==> src/rtl/supply_monitor_pkg.sv <==
// Shared constants for the supply-loss monitor and its two-address serial register port.
`default_nettype none

package supply_monitor_pkg;

   // ************************************************************
   // Serial bus addresses and register offsets.
   // ************************************************************
   localparam logic [6:0] STATUS_BUS_ADDR = 7'h69;   // Address holding the captured voltages.
   localparam logic [6:0] CONFIG_BUS_ADDR = 7'h6b;   // Address holding the settings.
   localparam logic [7:0] OFS_TRIP_LO     = 8'h02;   // Trip voltage, low byte.
   localparam logic [7:0] OFS_TRIP_HI     = 8'h03;   // Trip voltage, high byte.
   localparam logic [7:0] OFS_SWITCH_LO   = 8'h04;   // Switchover voltage, low byte.
   localparam logic [7:0] OFS_SWITCH_HI   = 8'h05;   // Switchover voltage, high byte.
   localparam logic [7:0] OFS_FILTER_DUR  = 8'h1a;   // Glitch filter duration.
   localparam logic [7:0] OFS_REF_SELECT  = 8'h1b;   // Trip reference select.
   localparam logic [7:0] OFS_EXTRA_DROP  = 8'h1c;   // Allowed extra drop.

   // ************************************************************
   // Reset values of the settings.
   // ************************************************************
   localparam logic [7:0] RST_FILTER_DUR  = 8'h19;   // 25 counts, 250 us.
   localparam logic [7:0] RST_REF_SELECT  = 8'h02;   // Reference level 2.
   localparam logic [7:0] RST_EXTRA_DROP  = 8'h03;   // 0.3 V.

   // ************************************************************
   // Reference codes and voltage figures.
   // ************************************************************
   localparam logic [7:0] REF_OFF         = 8'h00;   // Backup disabled.
   localparam logic [7:0] REF_LEVEL_MAX   = 8'h04;   // Highest legal level code.
   localparam int         REF1_MV         = 4918;    // Level 1 trip point in mV.
   localparam int         REF2_MV         = 4645;    // Level 2 trip point in mV.
   localparam int         REF3_MV         = 4372;    // Level 3 trip point in mV.
   localparam int         REF4_MV         = 4096;    // Level 4 trip point in mV.
   localparam int         MV_PER_LSB      = 10;      // Voltage readings count 10 mV.
   localparam int         DROP_STEP_MV    = 100;     // One drop step is 0.1 V.
   localparam logic [7:0] DROP_MIN        = 8'h01;   // Least drop code, 0.1 V.
   localparam logic [7:0] DROP_MAX        = 8'h09;   // Greatest drop code, 0.9 V.

   // ************************************************************
   // Timing.
   // ************************************************************
   localparam int         CLK_HZ          = 10_000_000;  // Core clock rate.
   localparam int         FILTER_STEP_US  = 10;          // One filter count in us.
   localparam int         FILTER_MAX_US   = 2500;        // Longest filter time in us.
   localparam int         FILTER_STEP_CYC = (FILTER_STEP_US * (CLK_HZ / 1_000_000));
   localparam logic [7:0] FILTER_MAX_CNT  = 8'(FILTER_MAX_US / FILTER_STEP_US);
   localparam logic [6:0] PRESCALE_LAST   = 7'(FILTER_STEP_CYC - 1);

endpackage

`default_nettype wire

==> src/rtl/supply_loss_monitor.sv <==
// Supply-loss monitor: trip detection, glitch filter, drop limit and backup switchover.
`default_nettype none

module supply_loss_monitor (
   // Clock and reset.
   input  wire logic        core_clk,
   input  wire logic        rstn,
   // Supply measurement in 10 mV units.
   input  wire logic [15:0] supply_cv,
   // Serial register bus, open-drain data.
   input  wire logic        scl_in,
   input  wire logic        sda_in,
   output logic             sda_out,
   output logic             sda_oe,
   // Power path control.
   output logic             backup_active,
   output logic             battery_connect,
   output logic             rtc_run,
   // Event pulses.
   output logic             trip_pulse,
   output logic             switch_pulse
);

   // ************************************************************
   // Helper functions.
   // ************************************************************

   // Converts a reading in 10 mV units to millivolts.
   function automatic logic [19:0] to_mv(input logic [15:0] cv);
      to_mv = 20'(cv) * 20'(supply_monitor_pkg::MV_PER_LSB);
   endfunction

   // Returns the trip point of a reference level in millivolts.
   function automatic logic [19:0] ref_mv(input logic [7:0] level);
      case (level)
         8'h01:   ref_mv = 20'(supply_monitor_pkg::REF1_MV);
         8'h02:   ref_mv = 20'(supply_monitor_pkg::REF2_MV);
         8'h03:   ref_mv = 20'(supply_monitor_pkg::REF3_MV);
         8'h04:   ref_mv = 20'(supply_monitor_pkg::REF4_MV);
         default: ref_mv = 20'h0_0000;
      endcase
   endfunction

   // Returns the allowed extra drop in millivolts, held to the legal range.
   function automatic logic [19:0] drop_mv(input logic [7:0] code);
      logic [7:0] c;
      c = code;
      if (c < supply_monitor_pkg::DROP_MIN) begin
         c = supply_monitor_pkg::DROP_MIN;
      end else if (c > supply_monitor_pkg::DROP_MAX) begin
         c = supply_monitor_pkg::DROP_MAX;
      end
      drop_mv = 20'(c) * 20'(supply_monitor_pkg::DROP_STEP_MV);
   endfunction

   // ************************************************************
   // State.
   // ************************************************************
   typedef enum logic [2:0] {
      MS_IDLE   = 3'b001,  // Supply above the trip point.
      MS_WATCH  = 3'b010,  // Tripped, filtering the dip.
      MS_BACKUP = 3'b100   // Running from the battery.
   } mon_state_t;

   typedef struct packed {
      mon_state_t  st;          // Monitoring phase.
      logic [6:0]  prescale;    // Cycles within one filter count.
      logic [7:0]  gap_cnt;     // Filter counts elapsed in the dip.
      logic [7:0]  filter_dur;  // Glitch filter duration setting.
      logic [7:0]  ref_sel;     // Trip reference select setting.
      logic [7:0]  extra_drop;  // Allowed extra drop setting.
      logic [15:0] trip_v;      // Supply reading at trip.
      logic [15:0] switch_v;    // Supply reading at switchover.
      logic        backup;      // Battery selected.
      logic        batt_conn;   // Battery attached to the system.
      logic        rtc_on;      // Real-time clock kept running.
      logic        trip_p;      // Trip event pulse.
      logic        switch_p;    // Switchover event pulse.
   } mon_regs_t;

   mon_regs_t   r_reg;       // Registered state.
   mon_regs_t   r_next;      // Next state.

   logic        bus_dev_cfg;  // Transfer addresses the settings.
   logic [7:0]  bus_addr;     // Register pointer of the transfer.
   logic [7:0]  bus_rd_data;  // Byte returned to the bus.
   logic        bus_wr_stb;   // Write strobe.
   logic [7:0]  bus_wr_addr;  // Write target.
   logic [7:0]  bus_wr_data;  // Write value.
   logic        bus_wr_dev;   // Settings address held for the write.

   logic [19:0] now_mv;       // Present supply in mV.
   logic [19:0] trip_mv;      // Trip point in mV.
   logic [19:0] cut_mv;       // Trip point less the allowed drop.
   logic [7:0]  dur_eff;      // Filter length in counts, capped.
   logic        enabled;      // Backup function switched on.

   // ************************************************************
   // Register port.
   // ************************************************************
   serial_reg_port u_port (
      .core_clk    (core_clk),
      .rstn        (rstn),
      .scl_in      (scl_in),
      .sda_in      (sda_in),
      .sda_out     (sda_out),
      .sda_oe      (sda_oe),
      .reg_dev_cfg (bus_dev_cfg),
      .reg_addr    (bus_addr),
      .reg_rd_data (bus_rd_data),
      .reg_wr_stb  (bus_wr_stb),
      .reg_wr_addr (bus_wr_addr),
      .reg_wr_data (bus_wr_data)
   );

   // The address selection stays stable for the whole transfer.
   assign bus_wr_dev = bus_dev_cfg;

   // Read multiplexer; unmapped offsets return zero.
   always_comb begin
      bus_rd_data = 8'h00;
      if (bus_dev_cfg) begin
         case (bus_addr)
            supply_monitor_pkg::OFS_FILTER_DUR: bus_rd_data = r_reg.filter_dur;
            supply_monitor_pkg::OFS_REF_SELECT: bus_rd_data = r_reg.ref_sel;
            supply_monitor_pkg::OFS_EXTRA_DROP: bus_rd_data = r_reg.extra_drop;
            default:                            bus_rd_data = 8'h00;
         endcase
      end else begin
         // Voltages are read as words, low byte first.
         case (bus_addr)
            supply_monitor_pkg::OFS_TRIP_LO:   bus_rd_data = r_reg.trip_v[7:0];
            supply_monitor_pkg::OFS_TRIP_HI:   bus_rd_data = r_reg.trip_v[15:8];
            supply_monitor_pkg::OFS_SWITCH_LO: bus_rd_data = r_reg.switch_v[7:0];
            supply_monitor_pkg::OFS_SWITCH_HI: bus_rd_data = r_reg.switch_v[15:8];
            default:                           bus_rd_data = 8'h00;
         endcase
      end
   end

   // ************************************************************
   // Thresholds.
   // ************************************************************

   // Trip and cut levels follow the present settings.
   always_comb begin
      now_mv  = to_mv(supply_cv);
      trip_mv = ref_mv(r_reg.ref_sel);
      enabled = (r_reg.ref_sel != supply_monitor_pkg::REF_OFF);
      if (trip_mv > drop_mv(r_reg.extra_drop)) begin
         cut_mv = trip_mv - drop_mv(r_reg.extra_drop);
      end else begin
         cut_mv = 20'h0_0000;
      end
      // Counts above the longest filter time are held at it.
      if (r_reg.filter_dur > supply_monitor_pkg::FILTER_MAX_CNT) begin
         dur_eff = supply_monitor_pkg::FILTER_MAX_CNT;
      end else begin
         dur_eff = r_reg.filter_dur;
      end
   end

   // ************************************************************
   // Settings, monitoring and switchover.
   // ************************************************************

   // Next-state logic for settings and the monitoring sequence.
   always_comb begin
      r_next          = r_reg;
      r_next.trip_p   = 1'b0;
      r_next.switch_p = 1'b0;

      // Setting writes; reference codes above the highest level are refused.
      if (bus_wr_stb && bus_wr_dev) begin
         case (bus_wr_addr)
            supply_monitor_pkg::OFS_FILTER_DUR: begin
               r_next.filter_dur = bus_wr_data;
            end
            supply_monitor_pkg::OFS_REF_SELECT: begin
               if (bus_wr_data <= supply_monitor_pkg::REF_LEVEL_MAX) begin
                  r_next.ref_sel = bus_wr_data;
               end
            end
            supply_monitor_pkg::OFS_EXTRA_DROP: begin
               r_next.extra_drop = bus_wr_data;
            end
            default: begin
            end
         endcase
      end

      case (r_reg.st)
         MS_IDLE: begin
            // Falling through the trip point starts the filter.
            if (enabled && now_mv < trip_mv) begin
               r_next.trip_v   = supply_cv;
               r_next.trip_p   = 1'b1;
               r_next.prescale = 7'h00;
               r_next.gap_cnt  = 8'h00;
               r_next.st       = MS_WATCH;
            end
         end
         MS_WATCH: begin
            if (now_mv >= trip_mv) begin
               // Dip ended short and shallow: back to normal.
               r_next.st = MS_IDLE;
            end else if (now_mv < cut_mv || r_reg.gap_cnt >= dur_eff) begin
               // Whichever comes first selects the battery.
               r_next.switch_v = supply_cv;
               r_next.switch_p = 1'b1;
               r_next.backup   = 1'b1;
               r_next.st       = MS_BACKUP;
            end else if (r_reg.prescale == supply_monitor_pkg::PRESCALE_LAST) begin
               // One filter count has passed.
               r_next.prescale = 7'h00;
               r_next.gap_cnt  = r_reg.gap_cnt + 8'h01;
            end else begin
               r_next.prescale = r_reg.prescale + 7'h01;
            end
         end
         MS_BACKUP: begin
            // Supply restored above the trip point: return to the cable.
            if (now_mv >= trip_mv) begin
               r_next.backup = 1'b0;
               r_next.st     = MS_IDLE;
            end
         end
         default: begin
            r_next.backup = 1'b0;
            r_next.st     = MS_IDLE;
         end
      endcase

      // Disabled backup overrides the sequence and releases the battery. The new setting
      // is used, so no trip or switchover slips out on the edge where the write lands.
      if (r_next.ref_sel == supply_monitor_pkg::REF_OFF) begin
         r_next.backup   = 1'b0;
         r_next.trip_p   = 1'b0;
         r_next.switch_p = 1'b0;
         r_next.st       = MS_IDLE;
      end
      r_next.batt_conn = (r_next.ref_sel != supply_monitor_pkg::REF_OFF);
      r_next.rtc_on    = (r_next.ref_sel != supply_monitor_pkg::REF_OFF);
   end

   // State register with documented setting defaults.
   always_ff @(posedge core_clk or negedge rstn) begin
      if (!rstn) begin
         r_reg            <= '0;
         r_reg.st         <= MS_IDLE;
         r_reg.filter_dur <= supply_monitor_pkg::RST_FILTER_DUR;
         r_reg.ref_sel    <= supply_monitor_pkg::RST_REF_SELECT;
         r_reg.extra_drop <= supply_monitor_pkg::RST_EXTRA_DROP;
         r_reg.batt_conn  <= 1'b1;
         r_reg.rtc_on     <= 1'b1;
      end else begin
         r_reg <= r_next;
      end
   end

   // Outputs come straight from the state register.
   assign backup_active   = r_reg.backup;
   assign battery_connect = r_reg.batt_conn;
   assign rtc_run         = r_reg.rtc_on;
   assign trip_pulse      = r_reg.trip_p;
   assign switch_pulse    = r_reg.switch_p;

endmodule

`default_nettype wire

==> src/rtl/serial_reg_port.sv <==
// Two-address serial register slave, open-drain data, pointer then data bytes.
`default_nettype none

module serial_reg_port (
   // Clock and reset.
   input  wire logic       core_clk,
   input  wire logic       rstn,
   // Bus pins.
   input  wire logic       scl_in,
   input  wire logic       sda_in,
   output logic            sda_out,
   output logic            sda_oe,
   // Register side.
   output logic            reg_dev_cfg,
   output logic [7:0]      reg_addr,
   input  wire logic [7:0] reg_rd_data,
   output logic            reg_wr_stb,
   output logic [7:0]      reg_wr_addr,
   output logic [7:0]      reg_wr_data
);

   // ************************************************************
   // State.
   // ************************************************************
   typedef enum logic [6:0] {
      PS_IDLE = 7'b000_0001,
      PS_ADDR = 7'b000_0010,
      PS_AACK = 7'b000_0100,
      PS_WR   = 7'b000_1000,
      PS_WACK = 7'b001_0000,
      PS_RD   = 7'b010_0000,
      PS_RACK = 7'b100_0000
   } port_state_t;

   typedef struct packed {
      port_state_t st;       // Transfer phase.
      logic        scl_q;    // Clock pin one cycle ago.
      logic        sda_q;    // Data pin one cycle ago.
      logic [3:0]  bitcnt;   // Bits moved in the current byte.
      logic [7:0]  shreg;    // Byte being shifted.
      logic        dev_cfg;  // Selected address is the settings one.
      logic [7:0]  ptr;      // Register pointer.
      logic        ptr_set;  // Pointer byte already received.
      logic        rnw;      // Read transfer.
      logic        sda_oe;   // Pulling data low.
      logic        sda_o;    // Driven level, always low.
      logic        wr_stb;   // One-cycle write strobe.
      logic [7:0]  wr_addr;  // Write target.
      logic [7:0]  wr_data;  // Write value.
   } port_regs_t;

   port_regs_t r_reg;
   port_regs_t r_next;

   logic scl_rise;  // Clock edge where data is sampled.
   logic scl_fall;  // Clock edge where data may change.
   logic start_c;   // Start condition seen.
   logic stop_c;    // Stop condition seen.

   // Pin edges and bus conditions from the previous sample.
   always_comb begin
      scl_rise = scl_in & ~r_reg.scl_q;
      scl_fall = ~scl_in & r_reg.scl_q;
      start_c  = scl_in & r_reg.scl_q & r_reg.sda_q & ~sda_in;
      stop_c   = scl_in & r_reg.scl_q & ~r_reg.sda_q & sda_in;
   end

   // Byte framing, acknowledge and pointer handling.
   always_comb begin
      r_next        = r_reg;
      r_next.scl_q  = scl_in;
      r_next.sda_q  = sda_in;
      r_next.wr_stb = 1'b0;
      r_next.sda_o  = 1'b0;
      if (start_c) begin
         // A start, repeated or not, always opens a new address byte.
         r_next.st     = PS_ADDR;
         r_next.bitcnt = 4'h0;
         r_next.sda_oe = 1'b0;
      end else if (stop_c) begin
         r_next.st     = PS_IDLE;
         r_next.sda_oe = 1'b0;
      end else begin
         case (r_reg.st)
            PS_IDLE: begin
               r_next.sda_oe = 1'b0;
            end
            PS_ADDR, PS_WR: begin
               if (scl_rise) begin
                  r_next.shreg  = {r_reg.shreg[6:0], sda_in};
                  r_next.bitcnt = r_reg.bitcnt + 4'h1;
               end else if (scl_fall && r_reg.bitcnt == 4'h8) begin
                  if (r_reg.st == PS_WR) begin
                     // First data byte is the pointer, later ones are written.
                     r_next.sda_oe = 1'b1;
                     r_next.st     = PS_WACK;
                     if (!r_reg.ptr_set) begin
                        r_next.ptr     = r_reg.shreg;
                        r_next.ptr_set = 1'b1;
                     end else begin
                        r_next.wr_stb  = 1'b1;
                        r_next.wr_addr = r_reg.ptr;
                        r_next.wr_data = r_reg.shreg;
                        r_next.ptr     = r_reg.ptr + 8'h01;
                     end
                  end else if (r_reg.shreg[7:1] == supply_monitor_pkg::STATUS_BUS_ADDR ||
                               r_reg.shreg[7:1] == supply_monitor_pkg::CONFIG_BUS_ADDR) begin
                     // Claim the address and pull the acknowledge low.
                     r_next.dev_cfg = (r_reg.shreg[7:1] == supply_monitor_pkg::CONFIG_BUS_ADDR);
                     r_next.rnw     = r_reg.shreg[0];
                     r_next.ptr_set = 1'b0;
                     r_next.sda_oe  = 1'b1;
                     r_next.st      = PS_AACK;
                  end else begin
                     // Foreign address: stay off the bus until the next start.
                     r_next.st = PS_IDLE;
                  end
               end
            end
            PS_AACK, PS_RACK: begin
               if (r_reg.st == PS_RACK && scl_rise && sda_in) begin
                  // Master refused further data.
                  r_next.st = PS_IDLE;
               end else if (scl_fall) begin
                  if (r_reg.rnw) begin
                     // Load the addressed byte and present its top bit.
                     r_next.shreg  = reg_rd_data;
                     r_next.sda_oe = ~reg_rd_data[7];
                     r_next.bitcnt = 4'h1;
                     r_next.ptr    = r_reg.ptr + 8'h01;
                     r_next.st     = PS_RD;
                  end else begin
                     r_next.sda_oe = 1'b0;
                     r_next.bitcnt = 4'h0;
                     r_next.st     = PS_WR;
                  end
               end
            end
            PS_WACK: begin
               if (scl_fall) begin
                  r_next.sda_oe = 1'b0;
                  r_next.bitcnt = 4'h0;
                  r_next.st     = PS_WR;
               end
            end
            PS_RD: begin
               if (scl_fall) begin
                  if (r_reg.bitcnt == 4'h8) begin
                     r_next.sda_oe = 1'b0;
                     r_next.st     = PS_RACK;
                  end else begin
                     r_next.sda_oe = ~r_reg.shreg[6];
                     r_next.shreg  = {r_reg.shreg[6:0], 1'b0};
                     r_next.bitcnt = r_reg.bitcnt + 4'h1;
                  end
               end
            end
            default: begin
               r_next.st     = PS_IDLE;
               r_next.sda_oe = 1'b0;
            end
         endcase
      end
   end

   // State register; idle bus levels are assumed high at reset.
   always_ff @(posedge core_clk or negedge rstn) begin
      if (!rstn) begin
         r_reg       <= '0;
         r_reg.st    <= PS_IDLE;
         r_reg.scl_q <= 1'b1;
         r_reg.sda_q <= 1'b1;
      end else begin
         r_reg <= r_next;
      end
   end

   assign sda_out     = r_reg.sda_o;
   assign sda_oe      = r_reg.sda_oe;
   assign reg_dev_cfg = r_reg.dev_cfg;
   assign reg_addr    = r_reg.ptr;
   assign reg_wr_stb  = r_reg.wr_stb;
   assign reg_wr_addr = r_reg.wr_addr;
   assign reg_wr_data = r_reg.wr_data;

endmodule

`default_nettype wire

==> config.mk <==
export PLATFORM = sky130hd
export DESIGN_NAME = supply_loss_monitor
export DESIGN_NICKNAME = d
export VERILOG_FILES = /design/src/rtl/supply_monitor_pkg.sv /design/src/rtl/supply_loss_monitor.sv /design/src/rtl/serial_reg_port.sv
export SDC_FILE = /design/constraint.sdc
export NUM_CORES = 1
export LEC_CHECK = 0
export BUFFER_PORTS_ARGS = -buffer_cell sky130_fd_sc_hd__buf_2
export CAP_MARGIN = 25
export CELL_PAD_IN_SITES_DETAIL_PLACEMENT = 1
export CELL_PAD_IN_SITES_GLOBAL_PLACEMENT = 2
export CORE_ASPECT_RATIO = 0.9
export CORE_MARGIN = 10
export CORE_UTILIZATION = 41
export CTS_CLUSTER_DIAMETER = 200
export DETAILED_ROUTE_END_ITERATION = 16
export PLACE_DENSITY_LB_ADDON = 0.05
export SYNTH_ARGS = -nofsm -noshare
export SYNTH_HDL_FRONTEND = slang
export SYNTH_SLANG_ARGS = --single-unit
==> constraint.sdc <==
create_clock -name core_clk -period 10.16 [get_ports core_clk]
set_clock_uncertainty 0.2 [all_clocks]
set_input_delay 0.508 -clock core_clk [delete_from_list [all_inputs] [get_ports core_clk]]
set_output_delay 0.508 -clock core_clk [all_outputs]
set_load 0.005 [all_outputs]
== Word-level counts from Yosys, hierarchy flattened ==
Cells that the tools add are included.

* Add/subtract/negate cells: 5
* Equality and inequality tests: 64
* Divide/modulo/power cells: 0
* Order comparisons: 9
* Muxes and demuxes: 92
* $mul: 3
* Reduce and logical (&&, ||, !) cells: 33
* Bitwise logic cells: 18
* Shifts and indexed selects: 0

{| class="wikitable"
|+ Operator list
! kind !! number
|-
| $mux W8 || 15
|-
| $mux W17 || 7
|-
| $mux W12 || 7
|-
| $mux W7 || 10
|-
| $pmux W13 S4 || 1
|-
| $eq A8 B5 Y1 const B || 6
|-
| $pmux W8 S3 || 2
|-
| $lt A20 B20 Y1 || 2
|-
| $pmux W7 S5 || 1
|-
| $eq A8 B2 Y1 const B || 4
|-
| $pmux W8 S4 || 1
|-
| $mux W15 || 2
|-
| $pmux W15 S2 || 1
|-
| $eq A7 B7 Y1 const B || 4
|-
| $reduce_and A7 Y1 || 4
|-
| $mul A8 B5 Y13 const B || 2
|-
| $eq A8 B3 Y1 const B || 3
|-
| $mux W1 || 24
|-
| $mux W23 || 1
|-
| $ge A20 B20 Y1 || 1
|-
| $gt A20 B15 Y1 || 1
|-
| $mux W20 || 1
|-
| $ne A4 B1 Y1 const B || 5
|-
| $sub A20 B15 Y20 || 1
|-
| other kinds (57) || 118
|}

* Bits in latches: 0
* Bits in writable memories: 0
* Output and inout bits: 7
* Bits of input ports: 20
* Flip-flop bits (word level): 128
* Memories kept: 0
* Bits in read-only memories: 0
* Word-level logic and storage cells: 249

== Depth between registers and ports, before layout ==
Gate-level depths: netlist (run 1).

* Word-level depth: 15
* Depth in mapped cells: 32

== Modules after synthesis ==
A second synthesis (run 1) with hierarchy kept.

* Cell total of the unflattened synthesis: 1,033
* Area total of the unflattened synthesis: 9,719.3 µm²

{| class="wikitable"
|+ By module, submodules not included
! module !! instances !! area each (µm²) !! seq. area each (µm²) !! cells an instance
|-
| supply_loss_monitor || 1 || 6,725.2 || 1,961.9 || 724
|-
| serial_reg_port || 1 || 2,994.1 || 1,255.0 || 309
|}

== Worst setup path before layout (run 1) ==
Ideal clock, no wire load.

* Path kind: flip-flop to flip-flop
* Start: register r_reg[43] (netlist name)
* End: register r_reg[12] (netlist name)
* Library setup time: 125 ps
* Path slack: 2,755 ps
* Cell stages (with the launch flop): 30
* Period minus slack after synthesis: 7,405 ps
* Arrival: 7,080 ps
* Cell sequence: dfrtp_1 or4_1 or3b_2 inv_1 ha_1 ha_1 ha_1 ha_1 a21o_1 a21oi_1 xor2_1 ha_1 and3_1 a221oi_1 a2111oi_0 o211ai_1 a21oi_1 clkbuf_1 nand2_1 ha_1 a21oi_1 o21ai_0 a2111o_1 nor3_1 o2111ai_1 nand2_1 nand2_1 nor2_4 buf_4 mux2_2

* Cells in the longest elaborated chain, start to end: 10
* Elaborated cells between the ends (all ways): 13
* Those cells by class: add/sub (1); mul (2); order compare (4); mux (4); reduce/logical (2)

{| class="wikitable"
|+ Ends and longest elaborated chain
! what !! line !! source
|-
| start: declaration || supply_loss_monitor.sv:81 || <nowiki>mon_regs_t r_reg;</nowiki>
|-
| start signal: assignment || supply_loss_monitor.sv:257 || <nowiki>r_reg <= r_next;</nowiki>
|-
| $gt A8 B4 Y1 || supply_loss_monitor.sv:50 || <nowiki>end else if (c > supply_monitor_pkg::DROP_MAX) begin</nowiki>
|-
| $mux W8 || supply_loss_monitor.sv:50 ||
|-
| $mux W8 * || supply_loss_monitor.sv:48 || <nowiki>if (c < supply_monitor_pkg::DROP_MIN) begin</nowiki>
|-
| $mux W8 || supply_loss_monitor.sv:150 || <nowiki>if (trip_mv > drop_mv(r_reg.extra_drop)) begin</nowiki>
|-
| $mul A8 B5 Y13 || supply_loss_monitor.sv:53 || <nowiki>drop_mv = 20'(c) * 20'(supply_monitor_pkg::DROP_STEP_MV);</nowiki>
|-
| $sub A20 B15 Y20 || supply_loss_monitor.sv:151 || <nowiki>cut_mv = trip_mv - drop_mv(r_reg.extra_drop);</nowiki>
|-
| $mux W20 * || supply_loss_monitor.sv:150 ||
|-
| $lt A20 B20 Y1 * || supply_loss_monitor.sv:207 || <nowiki>end else if (now_mv < cut_mv || r_reg.gap_cnt >= dur_eff) begin</nowiki>
|-
| $logic_or A1 B1 Y1 * || supply_loss_monitor.sv:207 ||
|-
| $reduce_and A3 Y1 (no line) * || n/a ||
|}

Every way passes the cells marked *; elsewhere a longest branch is shown, timed or not. The select of a mux whose other input is x is not followed.
A chain may end at the register's enable or synchronous reset.

== Final worst setup path (run 1) ==
* Start: register r_reg[43] (netlist name)
* End: register r_reg[16] (netlist name)

The elaborated chain is that of the path after synthesis.

==> metrics, run 1 <==
status=finished clean; Reg2Reg Depth=28; number of distinct library cells after synthesis=83; Crit. End Element=flip-flop; H-tree levels=4; grt total ovfl=0; CTS max path bufs=2; num ports=27; most used cell, CP=ha_1; HP Start=scl_in; filler cell count=~2600; DRT antenna net count=0; Seq cells post-synth=~130; DRC viols=0; Startpoint Class=flip-flop; Total Power=between 1.5 and 2 mW; DR vias/cell=between 5 and 6; Avg WL per Cell=about 20 um; initial antenna violation count=0; largest net degree at the start of global routing=slightly below 80; final setup violation count=0; drt total wl=around 27 mm; commonest non-fill, non-tap cell in the layout=dfrtp_1; Core Region=roughly 22000 um^2; area growth from synthesis to layout=11.7%; gpl congestion=0.846; Worst Path Arrival=about 8300 ps; Worst path depth=28; CTS buffer count=17; Leak=a little under 5 nW; CTS Root Buffer Type=clkbuf_16; final period utilization=0.809; critical path's top delay family=compound AO/OA/AOI/OAI gates; CTS tree=yes; floorplan die height=163 um; Hold Crit Class=input pin to flip-flop; sequential fraction of the synthesis area=0.344; reg2reg start=r_reg[43]; slew at the pin closest to its max-slew limit=between 800 and 900 ps; first-pass GRT wire length=43.7 mm; Clk Latency, worst-skew pair=430 ps; worst path bufs/invs=2; Vias=a little under 8000; setup bufs post-CTS=0; die area=between 20000 and 30000 um^2; ANT cells=0; Worst setup startpoint=r_reg[43]; cells after synthesis=~1000; syn avg cell area=9.38 um^2; fmax=122 MHz; max reg flops=74; DR iter-0 viols=540; layout cells sized above 1=0.149; Slew HR=0.401; WHS Path Cells=1; prevailing post-synth register cell=dfrtp_1; pwr/cell area=about 150 nW/um^2; Peak VDD IR=approximately 88 uV; Worst Path Max Fanout=17; NumNets Final=roughly 1200; share of synthesized registers carrying an async set or reset=1.00; MaxCap Viol Count=0; most frequent cells in the layout=dfrtp_1, nand2_1, ha_1, a21oi_1, nor2_1; CTS clk-pin slew, worst paths=about 70 ps; unrepaired setup endpoints after global routing=false; setup_tns=0 ps; Synthesis Warnings=0; Initial Utilization=0.417; Slew Viols, Final=0; # rows=52; synthesized area=approximately 9400 um^2; Post-DP HPWL=~21 mm; vias in the first global route=about 7800; delay of the slowest critical-path stage=630 ps; PortBufs=25; fin crit period=8220 ps; GRT Total Usage=0.188; clk sinks=approximately 130; Detailed Routing Iterations Pass 1=7; Crit Path Category=flip-flop to flip-flop; number of synthesized flops with an enable pin=0; die width=between 150 and 200 um; WP data required=about 10000 ps; Final Hold Viols=0; Worst path slowest cell=a2111oi_0
[cell usage after synthesis, drive strengths merged (9+ instances only)]
| cell | n | area (um^2) |
|---|---|---|
| nor2 | 60 | 235 |
| and2 | 9 | 58.8 |
| buf | 9 | 62.6 |
| dfrtp | 117 | 2930 |
| a21oi | 65 | 325 |
| ha | 104 | 1300 |
| o21ai | 54 | 270 |
| a222oi | 15 | 150 |
| inv | 42 | 158 |
| nand2b | 14 | 87.6 |
| clkbuf | 27 | 101 |
| nor2b | 15 | 93.8 |
| a21o | 14 | 105 |
| dfstp | 11 | 289 |
| a31oi | 9 | 68.8 |
| nand3b | 9 | 67.6 |
| nand3 | 20 | 100 |
| nand2 | 112 | 428 |
| nor3 | 23 | 115 |
| o21a | 11 | 82.6 |
| xor2 | 14 | 123 |
| mux2 | 58 | 653 |
| xnor2 | 15 | 131 |
| and3 | 17 | 106 |
| mux2i | 11 | 110 |
| a211oi | 13 | 97.6 |
| or3 | 9 | 56.3 |
[per-stage QoR]
step / area [um^2] / std cells / worst slack (ps) / hold slack [ps] / util
floorplan: 9410 / 1012 / 2760 / 12.4 / -
global placement: 9780 / 1302 / 1580 / 269 / 0.436
detailed placement: 9800 / 1304 / 1350 / 262 / 0.437
CTS: 10400 / 1337 / 1310 / 17.9 / 0.463
global route: 10400 / 1340 / 1210 / 19.6 / 0.465
finish: 10400 / 1340 / 1940 / 27.6 / 0.465
[cell families after synthesis]
group                    Yosys count  share of synthesized area
multiplexers                      69                     0.0816
adder cells (fa/ha/maj)          108                      0.148
XOR/XNOR                          29                     0.0272
other                              2                   0.000803
buffers and inverters             78                     0.0344
flip-flops                       128                      0.344
AND/OR/NAND/NOR                  342                      0.191
AO/OA/AOI/OAI                    241                      0.174
[worst paths after layout]
kind / slack, ps / to
setup / recovery: 1940 / r_reg[16]
setup reg to reg: 1940 / r_reg[16]
hold / removal: 30 / u_port.r_reg[43]
max in group asynchronous: 8340 / r_reg[76]
hold reg to reg: 280 / u_port.sda_oe
min in group asynchronous: 410 / r_reg[39]
[final cells by class]
type / instances / area, um^2 / area share
clock inverter: 14 / 158 / 0.0151
sequential: 128 / 3220 / 0.308
multi-input combinational: 806 / 5880 / 0.563
timing repair buffer: 35 / 234 / 0.0224
clock buffer: 18 / 429 / 0.0411
inverter: 42 / 158 / 0.0151
tap: 297 / 372 / 0.0356
[report_power, final]
group          switching (mW)  leakage [nW]  total [mW]  internal [mW]
sequential             0.0359          1.73       0.569          0.533
clock                   0.250         0.277       0.615          0.364
combinational           0.213          2.96       0.343          0.130
total                   0.499          4.96        1.53           1.03
[routing by layer]
metal / vias to the layer above / GRT usage / wire length, um
met5: - / 0 / 0
met4: 0 / 0.0328 / 129
met3: 13 / 0.0259 / 718
met2: 104 / 0.269 / 11400
met1: 3862 / 0.293 / 14600
li1: 3742 / - / -
[what timing repair did]
action                    4_1_cts  5_1_grt
hold buffers                    1        0
hold endpoints to repair       44        0
gates resized for setup         0        0
Power figures use the tool's default switching activity.
==> inputs of run 2 (changes only) <==
--- a/config.mk
+++ b/config.mk
@@ -5,13 +5,14 @@
 export SDC_FILE = /design/constraint.sdc
 export NUM_CORES = 1
 export LEC_CHECK = 0
+export ABC_AREA = 1
 export BUFFER_PORTS_ARGS = -buffer_cell sky130_fd_sc_hd__buf_2
 export CAP_MARGIN = 25
 export CELL_PAD_IN_SITES_DETAIL_PLACEMENT = 1
 export CELL_PAD_IN_SITES_GLOBAL_PLACEMENT = 2
 export CORE_ASPECT_RATIO = 0.9
 export CORE_MARGIN = 10
-export CORE_UTILIZATION = 41
+export CORE_UTILIZATION = 34
 export CTS_CLUSTER_DIAMETER = 200
 export DETAILED_ROUTE_END_ITERATION = 16
 export PLACE_DENSITY_LB_ADDON = 0.05
==> constraint.sdc (replaced) <==
create_clock -name core_clk -period 6.94 [get_ports core_clk]
set_clock_uncertainty 0.2 [all_clocks]
set_input_delay 0.347 -clock core_clk [delete_from_list [all_inputs] [get_ports core_clk]]
set_output_delay 0.347 -clock core_clk [all_outputs]
set_load 0.005 [all_outputs]
==> run 2 against run 1 <==
Worst setup slack worse by 1300 ps. Largest power group unchanged. Highest routed layer unchanged. Critical endpoint is now r_reg[13]. Sequential power rose by 60%. Die area rose by 22%. First-iteration DRC count fell by 26%. Synthesized cell count rose by 33%.
==> metrics, run 2 <==
die area=35700 um^2; DRC viols=0; critical path's top delay family=simple AND/OR/NAND/NOR gates; largest net degree at the start of global routing=79; DR vias/cell=4.93; WHS Path Cells=3; WP data required=7060 ps; Post-Place Worst Slack=236 ps; status=finished clean; cell taking the most area after synthesis=dfrtp_1; Seq cells post-synth=~130; met3 usage=0.0273; ANT cells=0; drt total wl=~28 mm; CTS buffer count=17; filler cell count=3499; cell with the most instances after synthesis=nand2_1; cells after synthesis=1327; delay of the slowest critical-path stage=450 ps; initial antenna violation count=0; Avg WL per Cell=roughly 16 um; CTS max path bufs=2; pwr/cell area=~230 nW/um^2; Multi-input gate area=~5600 um^2; Area contributors post-synth=dfrtp_1, ha_1, nand2_1; Peak VDD IR=around 180 uV; Hold Crit Class=input pin to flip-flop; sequential fraction of the synthesis area=0.331; register area=around 3200 um^2; H-tree levels=4; most used cell, CP=nand2_1; DRT antenna net count=0; floorplan die height=between 150 and 200 um; gpl congestion=slightly above 0.8; final setup violation count=0; first-pass GRT wire length=roughly 47 mm; Worst path slowest cell=fa_1; share of the synthesized area in the top cell type=0.302; Post-DP HPWL=21.8 mm; num ports=27; Crit Path Category=flip-flop to flip-flop; Slew Viols, Final=0; Final Hold Viols=0; die width=~200 um; Crit. End Element=flip-flop; grt total ovfl=0; clk sinks=128; number of synthesized flops with an enable pin=0; MaxCap Viol Count=0; worst path bufs/invs=6; Slew HR=0.308; Startpoint Class=flip-flop; NumNets Final=approximately 1500; share of synthesized registers carrying an async set or reset=1.00; syn avg cell area=approximately 7.3 um^2; most frequent cells after synthesis=nand2_1, inv_1, dfrtp_1; slew at the pin closest to its max-slew limit=1030 ps; Initial Utilization=0.347; CTS clk-pin slew, worst paths=~60 ps; vias in the first global route=8861; fmax=approximately 160 MHz; final period utilization=0.907; busiest grt layer=met2; Reg2Reg Depth=40; CTS Root Buffer Type=clkbuf_16; DR iter-0 viols=399; CTS tree=yes; # rows=58; area growth from synthesis to layout=14.6%; fin crit period=approximately 6300 ps; Final WS setup=647 ps; prevailing post-synth register cell=dfrtp_1; Detailed Routing Iterations Pass 1=5; Leak=5.71 nW; Worst Path Arrival=approximately 6400 ps; commonest non-fill, non-tap cell in the layout=nand2_1; Worst Path Max Fanout=9; most frequent cells in the layout=nand2_1, inv_1, dfrtp_1, ha_1, nor2_1; max reg flops=74; Core Region=~28000 um^2; PortBufs=25; layout cells sized above 1=0.0950; met1 global-route usage=0.236; synthesized area=9710 um^2; setup_tns=0 ps; unrepaired setup endpoints after global routing=false; number of distinct library cells after synthesis=56; Synthesis Warnings=0; Vias=8683; Worst path depth=40; GRT Total Usage=0.160; M2 GR Usage=0.240; Clk Latency, worst-skew pair=430 ps
[run 2: cell count changes in the layout (fill, tap and decap cells not counted), sizes merged, moves of 43 or more]
cell	before	now
mux2	58	0
nand2	112	309
nor2	60	103
nand3	20	74
inv	45	241
o21ai	54	111
[run 2: area by class of cell]
| type | instances | area share |
|---|---|---|
| multi-input combinational | 955 | 0.504 |
| clock buffer | 19 | 0.0407 |
| timing repair buffer | 44 | 0.0280 |
| tap | 360 | 0.0405 |
| inverter | 242 | 0.0816 |
| sequential | 128 | 0.289 |
| clock inverter | 12 | 0.0165 |
[run 2: path summary, 6_finish.rpt]
| path | start | to | slack (ps) |
|---|---|---|---|
| setup / recovery | r_reg[41] | r_reg[13] | 650 |
| hold / removal | supply_cv[10] | r_reg[15] | 10 |
| setup reg to reg | r_reg[41] | r_reg[13] | 650 |
| hold reg to reg | backup_active | backup_active | 280 |
| max in group asynchronous | rstn | u_port.r_reg[40] | 5010 |
| min in group asynchronous | rstn | backup_active | 330 |
[run 2: through the flow]
stage	instances	area [um^2]	power, mW	hold slack (ps)	util
after floorplan	1342	9760	1.38	-149	-
after global placement	1713	10300	1.59	238	0.367
after detailed placement	1713	10300	1.61	245	0.367
after CTS	1749	11000	2.60	5.65	0.391
after global routing	1760	11100	2.78	23.0	0.397
final	1760	11100	2.58	10.9	0.397
[run 2: worst reg2reg max path, delay by kind of cell (launching register included)]
family | cells | cell delay (ps)
xor gates and xnor gates | 1 | 70
DFF | 1 | 390
adders and majority gates | 6 | 1790
buffers and inverters | 6 | 720
AOI/OAI and AO/OA | 8 | 1070
and+or+nand+nor | 19 | 1980
[run 2: layer usage]
metal  vias to the layer above  part of all wire
li1                       4496                 -
met1                      4086              0.54
met2                        85              0.43
met3                        16             0.026
met4                         0            0.0058
met5                         -                 0
[run 2: where the power goes]
part	switching, mW	internal, mW	total, mW	leakage [nW]
clock	0.360	0.620	0.980	0.294
sequential	0.0814	0.830	0.912	1.48
combinational	0.462	0.229	0.690	3.94
[run 2: cell families (layout without fill, tap and decap cells)]
family          after synthesis  in the layout  synth area share
simple gates                582            585             0.268
other cells                   2             17          0.000774
buf+inv                     262            317             0.105
xor+xnor                     17             17            0.0161
flops                       128            128             0.331
fa+ha+maj                   108            108             0.142
compound gates              228            228             0.136
[run 2: repair_timing]
| action | in CTS | in global routing |
|---|---|---|
| setup endpoints to repair | 0 | 34 |
| resized for setup | 0 | 11 |
| hold buffers | 5 | 0 |
| endpoints found under the hold margin | 75 | 0 |
| setup buffers | 0 | 8 |
